<file path="src/rtl/fsk_pkg.sv">
// Package of constants and types for the FSK data queue and pattern block.
package fsk_pkg;

  // ---------------------------------------------------------------------------
  // Chip modes
  // ---------------------------------------------------------------------------
  typedef enum logic [2:0] {
    FSK_MODE_SLEEP = 3'b000,
    FSK_MODE_STDBY = 3'b001,
    FSK_MODE_FSTX  = 3'b010,
    FSK_MODE_TX    = 3'b011,
    FSK_MODE_FSRX  = 3'b100,
    FSK_MODE_RX    = 3'b101
  } fsk_mode_t;

  // ---------------------------------------------------------------------------
  // Sizes and reset values
  // ---------------------------------------------------------------------------
  localparam int unsigned QUEUE_DEPTH       = 64;
  localparam int unsigned QUEUE_AW          = 6;
  localparam logic [5:0]  THRESHOLD_RST     = 6'h0f;
  localparam logic [2:0]  PATTERN_LEN_RST   = 3'h3;
  localparam logic [7:0]  PIN_MAP_A_RST     = 8'h00;
  localparam logic [7:0]  PIN_MAP_B_RST     = 8'h00;

  // ---------------------------------------------------------------------------
  // Pin mapping field positions (two bits per pin)
  // ---------------------------------------------------------------------------
  localparam int unsigned MAP_A_PIN0_LSB    = 6;
  localparam int unsigned MAP_A_PIN1_LSB    = 4;
  localparam int unsigned MAP_A_PIN2_LSB    = 2;
  localparam int unsigned MAP_A_PIN3_LSB    = 0;
  localparam int unsigned MAP_B_PIN4_LSB    = 6;
  localparam int unsigned MAP_B_PIN5_LSB    = 4;

  // ---------------------------------------------------------------------------
  // Timing
  // ---------------------------------------------------------------------------
  localparam int unsigned CLK_PERIOD_NS     = 10;
  localparam int unsigned BIT_PERIOD_NS     = 4000;
  localparam int unsigned BIT_CYCLES        = BIT_PERIOD_NS / CLK_PERIOD_NS;

endpackage : fsk_pkg

</file>
<file path="src/rtl/fsk_data_queue.sv">
// Byte queue, bit shifter, pattern detector and pin mapping of the FSK path.
//
// Local design decisions: the plain strobed port.
`timescale 1ns/1ps
`default_nettype none

module fsk_data_queue #(
  parameter int unsigned BIT_CYCLES = fsk_pkg::BIT_CYCLES
) (
  input  wire logic              clk,
  input  wire logic              rst,
  input  wire fsk_pkg::fsk_mode_t mode,
  input  wire logic              mode_settled,
  input  wire logic              continuous_mode,
  input  wire logic              host_wr,
  input  wire logic [7:0]        host_wr_data,
  input  wire logic              host_rd,
  output logic [7:0]             host_rd_data,
  input  wire logic              overflow_clr,
  input  wire logic [5:0]        queue_threshold_reg,
  input  wire logic              pattern_detect_on,
  input  wire logic [2:0]        pattern_length,
  input  wire logic [63:0]       pattern_value,
  input  wire logic [7:0]        pin_map_reg_a,
  input  wire logic [7:0]        pin_map_reg_b,
  input  wire logic              demod_bit,
  input  wire logic              demod_clk,
  input  wire logic              serial_data_in,
  input  wire logic              synth_locked,
  input  wire logic              temp_or_battery_alert,
  input  wire logic              signal_or_preamble_hit,
  input  wire logic              rx_timeout,
  input  wire logic              ref_clock_out,
  output logic                   mod_bit,
  output logic                   queue_drained,
  output logic                   queue_packed,
  output logic                   queue_overflow_flag,
  output logic                   queue_level_irq,
  output logic                   frame_tx_done,
  output logic                   pattern_match_flag,
  output logic                   tx_path_ready,
  output logic                   bit_clock_out,
  output logic [5:0]             pin_out,
  output logic [5:0]             pin_oe
);

  // ---------------------------------------------------------------------------
  // Input synchronisers
  // ---------------------------------------------------------------------------
  logic [1:0] dbit_sync_r;
  logic [1:0] bit_clock_out_sync_r;
  logic [1:0] sdin_sync_r;
  logic       bit_clock_out_prev_r;

  always_ff @(posedge clk or posedge rst) begin
    if (rst) begin
      dbit_sync_r <= 2'h0;
      bit_clock_out_sync_r <= 2'h0;
      sdin_sync_r <= 2'h0;
      bit_clock_out_prev_r <= 1'b0;
    end else begin
      dbit_sync_r <= {dbit_sync_r[0], demod_bit};
      bit_clock_out_sync_r <= {bit_clock_out_sync_r[0], demod_clk};
      sdin_sync_r <= {sdin_sync_r[0], serial_data_in};
      bit_clock_out_prev_r <= bit_clock_out_sync_r[1];
    end
  end

  logic rx_bit_stb;
  assign rx_bit_stb = bit_clock_out_sync_r[1] & ~bit_clock_out_prev_r;

  // ---------------------------------------------------------------------------
  // Mode tracking and queue clearing
  // ---------------------------------------------------------------------------
  fsk_pkg::fsk_mode_t mode_prev_r;
  logic               is_rx;
  logic               is_tx;
  logic               was_rx;
  logic               was_tx;
  logic               mode_clear;

  assign is_rx  = (mode == fsk_pkg::FSK_MODE_RX);
  assign is_tx  = (mode == fsk_pkg::FSK_MODE_TX);
  assign was_rx = (mode_prev_r == fsk_pkg::FSK_MODE_RX);
  assign was_tx = (mode_prev_r == fsk_pkg::FSK_MODE_TX);

  // idle moves and idle to Tx keep contents
  always_comb begin
    mode_clear = 1'b0;
    if (mode != mode_prev_r) begin
      if (was_tx)
        mode_clear = 1'b1;
      else if (is_rx && !was_rx)
        mode_clear = 1'b1;
      else if (was_rx && is_tx)
        mode_clear = 1'b1;
    end
  end

  always_ff @(posedge clk or posedge rst) begin
    if (rst)
      mode_prev_r <= fsk_pkg::FSK_MODE_SLEEP;
    else
      mode_prev_r <= mode;
  end

  // ---------------------------------------------------------------------------
  // Byte queue
  // ---------------------------------------------------------------------------
  localparam int unsigned AW = fsk_pkg::QUEUE_AW;

  logic [7:0]  mem_r [fsk_pkg::QUEUE_DEPTH];
  logic [AW-1:0] wr_ptr_r;
  logic [AW-1:0] rd_ptr_r;
  logic [AW:0]   count_r;
  logic [AW:0]   count_nxt;
  logic          push_req;
  logic [7:0]    push_data;
  logic          push;
  logic          pop;
  logic          flush;
  logic          rx_byte_stb;
  logic [7:0]    rx_byte;
  logic          tx_load;

  // packed only when every entry is used
  assign queue_packed  = (count_r == 7'(fsk_pkg::QUEUE_DEPTH));
  // drained only when nothing is stored
  assign queue_drained = (count_r == 7'h00);

  assign push_req  = is_rx ? rx_byte_stb : host_wr;
  assign push_data = is_rx ? rx_byte : host_wr_data;
  // drop the byte written into a packed queue
  assign push  = push_req & ~queue_packed & ~continuous_mode;
  // a read takes its byte at the strobe that starts it
  assign pop   = (host_rd | tx_load) & ~queue_drained;
  // overflow clear also empties the queue
  assign flush = mode_clear | overflow_clr;
  assign count_nxt = count_r + {{AW{1'b0}}, push} - {{AW{1'b0}}, pop};

  always_ff @(posedge clk) begin
    if (push)
      mem_r[wr_ptr_r] <= push_data;
  end

  always_ff @(posedge clk or posedge rst) begin
    if (rst) begin
      wr_ptr_r <= '0;
      rd_ptr_r <= '0;
      count_r  <= '0;
    end else if (flush) begin
      wr_ptr_r <= '0;
      rd_ptr_r <= '0;
      count_r  <= '0;
    end else begin
      if (push)
        wr_ptr_r <= wr_ptr_r + 1'b1;
      if (pop)
        rd_ptr_r <= rd_ptr_r + 1'b1;
      if (push && !pop)
        count_r <= count_r + 1'b1;
      else if (pop && !push)
        count_r <= count_r - 1'b1;
    end
  end

  always_ff @(posedge clk or posedge rst) begin
    if (rst)
      host_rd_data <= 8'h00;
    else if (host_rd && !queue_drained)
      host_rd_data <= mem_r[rd_ptr_r];
  end

  // Overflow: a new overflow in the clearing cycle wins over the clear.
  // sticky overflow
  always_ff @(posedge clk or posedge rst) begin
    if (rst)
      queue_overflow_flag <= 1'b0;
    else if (push_req && queue_packed && !continuous_mode)
      queue_overflow_flag <= 1'b1;
    else if (overflow_clr)
      queue_overflow_flag <= 1'b0;
  end

  // ---------------------------------------------------------------------------
  // Level indication
  // ---------------------------------------------------------------------------
  logic level_frozen_r;

  // re-evaluated only on a queue access
  always_ff @(posedge clk or posedge rst) begin
    if (rst) begin
      queue_level_irq <= 1'b0;
      level_frozen_r  <= 1'b0;
    end else if (flush) begin
      queue_level_irq <= 1'b0;
      level_frozen_r  <= 1'b0;
    end else begin
      if (queue_packed)
        level_frozen_r <= 1'b1;
      else if (queue_drained)
        level_frozen_r <= 1'b0;
      if ((push || pop) && !level_frozen_r && !queue_packed)
        queue_level_irq <= (count_nxt > {1'b0, queue_threshold_reg});
    end
  end

  // ---------------------------------------------------------------------------
  // Transmit shifter
  // ---------------------------------------------------------------------------
  localparam int unsigned BCW = $clog2(BIT_CYCLES + 1);

  logic [BCW-1:0] bit_cnt_r;
  logic           bit_tick;
  logic [7:0]     tx_shift_r;
  logic [3:0]     tx_left_r;
  logic           tx_busy;

  assign bit_tick = is_tx && (bit_cnt_r == BCW'(BIT_CYCLES - 1));
  assign tx_busy  = (tx_left_r != 4'h0);
  assign tx_load  = bit_tick && !continuous_mode &&
                    (tx_left_r <= 4'h1) && !queue_drained;

  always_ff @(posedge clk or posedge rst) begin
    if (rst)
      bit_cnt_r <= '0;
    else if (!is_tx || bit_tick)
      bit_cnt_r <= '0;
    else
      bit_cnt_r <= bit_cnt_r + 1'b1;
  end

  // MSB first at the bit rate
  always_ff @(posedge clk or posedge rst) begin
    if (rst) begin
      tx_shift_r <= 8'h00;
      tx_left_r  <= 4'h0;
    end else if (!is_tx) begin
      tx_left_r  <= 4'h0;
    end else if (bit_tick && !continuous_mode) begin
      if (tx_load) begin
        tx_shift_r <= mem_r[rd_ptr_r];
        tx_left_r  <= 4'h8;
      end else if (tx_busy) begin
        tx_shift_r <= {tx_shift_r[6:0], 1'b0};
        tx_left_r  <= tx_left_r - 1'b1;
      end
    end
  end

  // continuous Tx samples the serial pin each bit
  always_ff @(posedge clk or posedge rst) begin
    if (rst)
      mod_bit <= 1'b0;
    else if (bit_tick)
      mod_bit <= continuous_mode ? sdin_sync_r[1] :
                 (tx_load ? mem_r[rd_ptr_r][7] : tx_shift_r[6]);
  end

  always_ff @(posedge clk or posedge rst) begin
    if (rst)
      frame_tx_done <= 1'b0;
    else if (!is_tx)
      frame_tx_done <= 1'b0;
    else if (bit_tick && tx_left_r == 4'h1 && queue_drained)
      frame_tx_done <= 1'b1;
  end

  assign tx_path_ready = is_tx & mode_settled;

  always_ff @(posedge clk or posedge rst) begin
    if (rst)
      bit_clock_out <= 1'b0;
    else if (!is_tx)
      bit_clock_out <= bit_clock_out_sync_r[1];
    else
      bit_clock_out <= (bit_cnt_r < BCW'(BIT_CYCLES / 2));
  end

  // ---------------------------------------------------------------------------
  // Receive shifter and pattern detector
  // ---------------------------------------------------------------------------
  logic [7:0]  rx_shift_r;
  logic [2:0]  rx_cnt_r;
  logic        rx_capture;
  logic [63:0] pat_hist_r;
  logic [63:0] pat_mask;
  logic        pat_equal;

  // length field selects one to eight bytes
  // first bit sits at the top of the compared window
  always_comb begin
    pat_mask  = ~(64'hffffffffffffff00 << {pattern_length, 3'h0});
    pat_equal = ((pat_hist_r ^ (pattern_value >>
                 (6'(7 - pattern_length) * 4'h8))) & pat_mask) == 64'h0;
  end

  // bytes are gathered only after a match when detection is on
  assign rx_capture = is_rx && !continuous_mode &&
                      (!pattern_detect_on || pattern_match_flag);

  always_ff @(posedge clk or posedge rst) begin
    if (rst) begin
      rx_shift_r  <= 8'h00;
      rx_cnt_r    <= 3'h0;
      rx_byte_stb <= 1'b0;
      rx_byte     <= 8'h00;
    end else begin
      rx_byte_stb <= 1'b0;
      if (!rx_capture) begin
        rx_cnt_r <= 3'h0;
      end else if (rx_bit_stb) begin
        rx_shift_r <= {rx_shift_r[6:0], dbit_sync_r[1]};
        rx_cnt_r   <= rx_cnt_r + 1'b1;
        if (rx_cnt_r == 3'h7) begin
          rx_byte     <= {rx_shift_r[6:0], dbit_sync_r[1]};
          rx_byte_stb <= 1'b1;
        end
      end
    end
  end

  // continuous compare of the incoming stream
  always_ff @(posedge clk or posedge rst) begin
    if (rst)
      pat_hist_r <= 64'h0;
    else if (!is_rx)
      pat_hist_r <= 64'h0;
    else if (rx_bit_stb)
      pat_hist_r <= {pat_hist_r[62:0], dbit_sync_r[1]};
  end

  logic pat_hit;
  assign pat_hit = pattern_detect_on && is_rx && pat_equal;

  // cleared on leaving Rx or draining
  always_ff @(posedge clk or posedge rst) begin
    if (rst)
      pattern_match_flag <= 1'b0;
    else if (pat_hit && !pattern_match_flag)
      pattern_match_flag <= 1'b1;
    else if (!is_rx || (pop && count_nxt == '0) || flush)
      pattern_match_flag <= 1'b0;
  end

  // ---------------------------------------------------------------------------
  // Pin mapping
  // ---------------------------------------------------------------------------
  function automatic logic [1:0] map_code(input logic [7:0] reg_v,
                                          input int unsigned lsb);
    map_code = reg_v[lsb +: 2];
  endfunction : map_code

  logic [5:0] pin_nxt;
  logic       data_now;
  logic       active;

  assign data_now = is_tx ? mod_bit : dbit_sync_r[1];
  assign active   = is_rx | is_tx;

  // code and mode select the source of each pin; pin 2 ignores its code and carries the data bit in Rx and Tx only
  always_comb begin
    pin_nxt = 6'h00;
    case (map_code(pin_map_reg_a, fsk_pkg::MAP_A_PIN0_LSB))
      2'b00:   pin_nxt[0] = is_rx ? pattern_match_flag : tx_path_ready;
      2'b01:   pin_nxt[0] = is_rx & signal_or_preamble_hit;
      2'b10:   pin_nxt[0] = is_rx ? mode_settled : tx_path_ready;
      default: pin_nxt[0] = 1'b0;
    endcase
    case (map_code(pin_map_reg_a, fsk_pkg::MAP_A_PIN1_LSB))
      2'b00:   pin_nxt[1] = active & bit_clock_out;
      2'b01:   pin_nxt[1] = is_rx & signal_or_preamble_hit;
      default: pin_nxt[1] = 1'b0;
    endcase
    pin_nxt[2] = active & data_now;
    case (map_code(pin_map_reg_a, fsk_pkg::MAP_A_PIN3_LSB))
      2'b00:   pin_nxt[3] = is_rx & rx_timeout;
      2'b01:   pin_nxt[3] = is_rx & signal_or_preamble_hit;
      2'b11:   pin_nxt[3] = temp_or_battery_alert;
      default: pin_nxt[3] = 1'b0;
    endcase
    case (map_code(pin_map_reg_b, fsk_pkg::MAP_B_PIN4_LSB))
      2'b00:   pin_nxt[4] = active & temp_or_battery_alert;
      2'b01:   pin_nxt[4] = active & synth_locked;
      2'b10:   pin_nxt[4] = is_rx & rx_timeout;
      default: pin_nxt[4] = mode_settled;
    endcase
    case (map_code(pin_map_reg_b, fsk_pkg::MAP_B_PIN5_LSB))
      2'b00:   pin_nxt[5] = ref_clock_out;
      2'b01:   pin_nxt[5] = active & synth_locked;
      2'b10:   pin_nxt[5] = is_rx & signal_or_preamble_hit;
      default: pin_nxt[5] = mode_settled;
    endcase
  end

  always_ff @(posedge clk or posedge rst) begin
    if (rst)
      pin_out <= 6'h00;
    else
      pin_out <= pin_nxt;
  end

  // The data pin turns round in continuous Tx so the host can drive it.
  // live data on the serial pin
  assign pin_oe = {3'h7, ~(continuous_mode & is_tx), 2'h3};

endmodule : fsk_data_queue

`default_nettype wire

</file>
<file path="config.mk">
export PLATFORM = sky130hd
export DESIGN_NAME = fsk_data_queue
export DESIGN_NICKNAME = d
export VERILOG_FILES = /design/src/rtl/fsk_pkg.sv /design/src/rtl/fsk_data_queue.sv
export SDC_FILE = /design/constraint.sdc
export NUM_CORES = 1
export LEC_CHECK = 0
export BUFFER_PORTS_ARGS = -buffer_cell sky130_fd_sc_hd__buf_2
export CAP_MARGIN = 20
export CORE_ASPECT_RATIO = 1.4
export CORE_UTILIZATION = 56
export DETAILED_ROUTE_END_ITERATION = 10
export PLACE_DENSITY_LB_ADDON = 0.08
export REMOVE_ABC_BUFFERS = 1
export SLEW_MARGIN = 20
export SYNTH_ARGS = -nofsm -noshare
export SYNTH_HDL_FRONTEND = slang
export SYNTH_SLANG_ARGS = --single-unit
</file>
<file path="constraint.sdc">
create_clock -name clk -period 4.8 [get_ports clk]
set_clock_uncertainty 0.1 [all_clocks]
set_input_delay 0.24 -clock clk [delete_from_list [all_inputs] [get_ports clk]]
set_output_delay 0.24 -clock clk [all_outputs]
set_load 0.005 [all_outputs]
</file>
==> results.txt <==
The count of input and output buffers works out to 133. The clock net in this run drives a total of 665 sinks. The setup check on the worst reg-to-reg path leaves a slack of 0.39 ns.

Once placement finished, the instance area stood at 31100 µm². The commonest cells after synthesis are 512 x sky130_fd_sc_hd__edfxtp_1, 218 x sky130_fd_sc_hd__nand2_1, 176 x sky130_fd_sc_hd__mux4_2. Detailed placement finished with a half-perimeter wire length of 46.1 mm. In this run the power density over the cells is 443 nW/µm². The worst setup path is launched from a flop. The count of filler cells inserted in the layout is 3787, and the worst ir drop on vdd is 0.354 mV. For this design the static power due to leakage is 11.4 nW. In this run the worst path has a maximum fanout of 7. The weighted congestion reported at the end of routability-driven placement is 0.927.

The logs give 0 for the final hold violation count and 17000 for the count of vias placed by the detailed router. The period utilization was 0.918; the area added between synthesis and finish was 12.4%. The cell family contributing the most delay on the critical path is compound AO/OA/AOI/OAI gates. The region available for standard cell placement spans 52100 µm². For this run, the post-layout net count is 2195. The tools report the critical path arrival as 4.83 ns. The fraction of layout instances using a drive strength above 1 is 0.242, and the routed length per instance is 24.6 µm. Setup repair after global routing left no endpoint under its margin.

The worst register-to-register path has a depth of 21. For the largest net degree at the start of global routing, the log shows 76. TritonCTS built the clock tree. The post-CTS clock slew at the launch and capture registers of the worst setup and hold paths is 0.06 ns, and the number of nets still failing antenna checks after routing is 0. In this run the critical register-to-register path is captured at queue_level_irq. Hold path endpoint: pattern_match_flag.

Among the stages of the critical path, the cell type that occurs most often is sky130_fd_sc_hd__ha_1. The start point of the worst min-delay path was pattern_detect_on. Counting instances, the worst hold path has a depth of 5. For the proportion of synthesized chip area in sequential cells, the log shows 0.649. Fraction of synthesis flops using an asynchronous set or reset pin: 0.230.

The mapped cell area was 29600 µm²; the worst hold margin was 0.0745 ns. After detailed routing, the met2 layer carries 36.1 mm of wire. After layout, the minimum clock period comes to 4.41 ns.

After synthesis, the netlist uses 78 different library cells. After detailed routing, the number of vias per cell comes to 6.05. The H-tree was split into 2 levels. Number of global-route vias before repair: 16900. The slowest stage of the critical path belongs to the cell sky130_fd_sc_hd__dfrtp_1.

The largest incremental delay on the critical path was 0.37 ns; the total setup violations reported at the end of the flow was 0. The run finished with clean final reports. The mean post-synth cell area works out to 15.5 µm². The transition time at the pin with the least slew margin was 1.06 ns; the number of max-slew violations in the final report was 0. The highest signal layer in the routed design was met4. The run gives 0.64 ns as the clock latency on the worst-skew pair.

The tools report the accumulated negative setup slack as 0 ns. The buffers plus inverters on the worst setup path is 3, and the routed metal-1 wirelength is 27.1 mm. The die covers 53700 µm². The first detailed-routing pass took 7 iterations. Yosys mapped a number of flops with a built-in enable equal to 512.

The share of the synthesized area in the top cell type was 0.520. Derived from the worst setup path, the maximum achievable clock frequency is 0.227 GHz. Counting the buffers created by CTS gives 61. The clock passes through at most 3 buffers.

The path type of the worst min-delay path was primary input to flop. The startpoint identified for the worst register-to-register timing path is bit_cnt_r[0]. Detailed routing placed a total of 3.42 mm of wire on met3.

The run gives 99 as the floorplan row count. The critical path endpoint category is a flop. The number of antenna diodes in the final layout is 0.

For this run the aggregate overflow at the end of global routing stands at 0. Yosys attributes the largest share of cell area to sky130_fd_sc_hd__edfxtp_1 52%, sky130_fd_sc_hd__mux4_2 13%, sky130_fd_sc_hd__dfrtp_1 13%, sky130_fd_sc_hd__nand2_1 2.8%, sky130_fd_sc_hd__mux2i_1 2.0%. The number of flip-flops and latches in the synthesized netlist was 665. Dominant cell type by area after synthesis: sky130_fd_sc_hd__edfxtp_1.

Utilization after layout: 0.637. The die height is 274 µm, and the width of the die is 196 µm. Data on the critical path is required at its endpoint by 5.23 ns. During synthesis, Yosys emitted a total of 0 warnings.

The run gives 0.263 as the global-route usage over all layers. The cell with the most instances after synthesis was sky130_fd_sc_hd__edfxtp_1. For the count of boundary I/O pins, the log shows 145.

The total wirelength of the detailed-routed design is 68.9 mm. After routing the design area is 33200 µm². The starting density of the core is 0.567, and the gate count after technology mapping is 1905. The run gives 0 as the DRC violation count after routing.

The cell chosen for the clock root is sky130_fd_sc_hd__clkbuf_16. Among all flip-flop cells after synthesis, the most frequent one is sky130_fd_sc_hd__edfxtp_1. The detailed router finished its first iteration with 1341 violations.

The signal on the critical path passes through ha_1 -> nand3_1 -> nor4_4 -> nand2_1 -> nor4_4 -> nor2_2 -> inv_2 -> ha_1 -> inv_1 -> ha_1 -> a21o_1 -> a21oi_1 -> o21bai_1 -> a21oi_1 -> xnor2_1 -> inv_1 -> ha_1 -> nand3_1 -> o21ai_0 -> o21ai_0 -> a311oi_1. The tools report the number of max-capacitance violations reported as 0. The critical path is of the flop to flop type. In the final layout, flip-flops and latches occupy 19200 µm². The multi-input combinational cells in the finished layout cover a total of 9780 µm². The first global-routing pass estimated 104 mm of wire.

The number of antenna violations at the first check in global routing is 0, and the worst max-slew margin expressed relative to the limit is 0.288.
==> cell type report <==
type                       count  share of cell area
clock inverter                36             0.00938
inverter                      35             0.00411
tap                          707              0.0266
multi-input combinational   1091               0.294
clock buffer                  78              0.0491
timing repair buffer         194              0.0380
sequential                   665               0.578
==> cell families after synthesis <==
logic type	Yosys count	synth area share
DFF	665	0.649
and+or+nand+nor	473	0.0711
muxes	274	0.169
AOI/OAI and AO/OA	210	0.0446
buffers and inverters	153	0.0226
xor gates and xnor gates	98	0.0290
adders and majority gates	31	0.0136
other	1	0.000127
==> where the power goes <==
group | switching, mW | internal, mW | leakage, nW
combinational | 1.78 | 1.69 | 3.87
sequential | 0.162 | 6.33 | 6.58
clock | 2.12 | 2.62 | 0.937
==> state kept, by name, summed over array words and instances, names as in the netlist, 2 cells and up <==
register / cells
mem_r: 512
pat_hist_r: 64
bit_cnt_r: 9
host_rd_data: 8
rx_byte: 8
count_r: 7
rx_shift_r: 7
tx_shift_r: 7
pin_out: 6
rd_ptr_r: 6
wr_ptr_r: 6
tx_left_r: 4
mode_prev_r: 3
rx_cnt_r: 3
bit_clock_out_sync_r: 2
dbit_sync_r: 2
sdin_sync_r: 2
==> through the flow <==
stage	setup slack (ns)	cells	power, mW
finish	0.395	2806	14.7
global route	0.0125	2806	15.3
CTS	0.128	2806	14.8
detailed placement	0.167	2672	10.1
global placement	0.193	2672	10.1
floorplan	-2.34	1791	9.16
==> worst reg2reg max path: cells and delay by family, from the launching register on <==
family / cells / cell delay, ns
compound gates: 7 / 1.22
simple gates: 6 / 1.19
fa+ha+maj: 4 / 1.01
flops: 1 / 0.37
buf+inv: 3 / 0.28
xor+xnor: 1 / 0.16
==> placed cells by master (no fill, tap or decap), types with 26 or more instances in the layout <==
cell type                     n
sky130_fd_sc_hd__o21ai_0     26
sky130_fd_sc_hd__dfrtp_1    149
sky130_fd_sc_hd__ha_1        29
sky130_fd_sc_hd__inv_1       33
sky130_fd_sc_hd__buf_2      132
sky130_fd_sc_hd__mux2i_1     58
sky130_fd_sc_hd__xor2_1      44
sky130_fd_sc_hd__clkbuf_16   61
sky130_fd_sc_hd__mux4_2     176
sky130_fd_sc_hd__mux2_2      36
sky130_fd_sc_hd__a21oi_1    102
sky130_fd_sc_hd__nand3_1     28
sky130_fd_sc_hd__nand2_1    210
sky130_fd_sc_hd__buf_4       35
sky130_fd_sc_hd__xnor2_1     54
sky130_fd_sc_hd__nor2_1     126
sky130_fd_sc_hd__edfxtp_1   512
==> worst max-delay path by stage <==
stage,startpoint,endpoint,slack (ns),cells after the start
3_5_place_dp,bit_cnt_r[0],queue_level_irq,0.17,21
6_report,bit_cnt_r[0],queue_level_irq,0.39,21
4_1_cts,bit_cnt_r[0],queue_level_irq,0.13,21
2_1_floorplan,rd_ptr_r[0],mod_bit,-2.34,5
5_1_grt,bit_cnt_r[0],queue_level_irq,0.01,21
3_3_place_gp,bit_cnt_r[0],queue_level_irq,0.19,21
==> timing repair <==
action                                 CTS  global route
setup endpoints to repair                0             1
setup buffers                            0             0
hold buffers                            20             0
endpoints found under the hold margin   84             0
gates resized for setup                  0             5
==> routing by layer <==
layer,GRT usage,vias to the layer above
met1,0.338,8735
met4,0.0923,0
li1,-,7566
met2,0.463,562
met3,0.0330,127
met5,0,-
No activity file was read; power rests on OpenSTA's default activity.
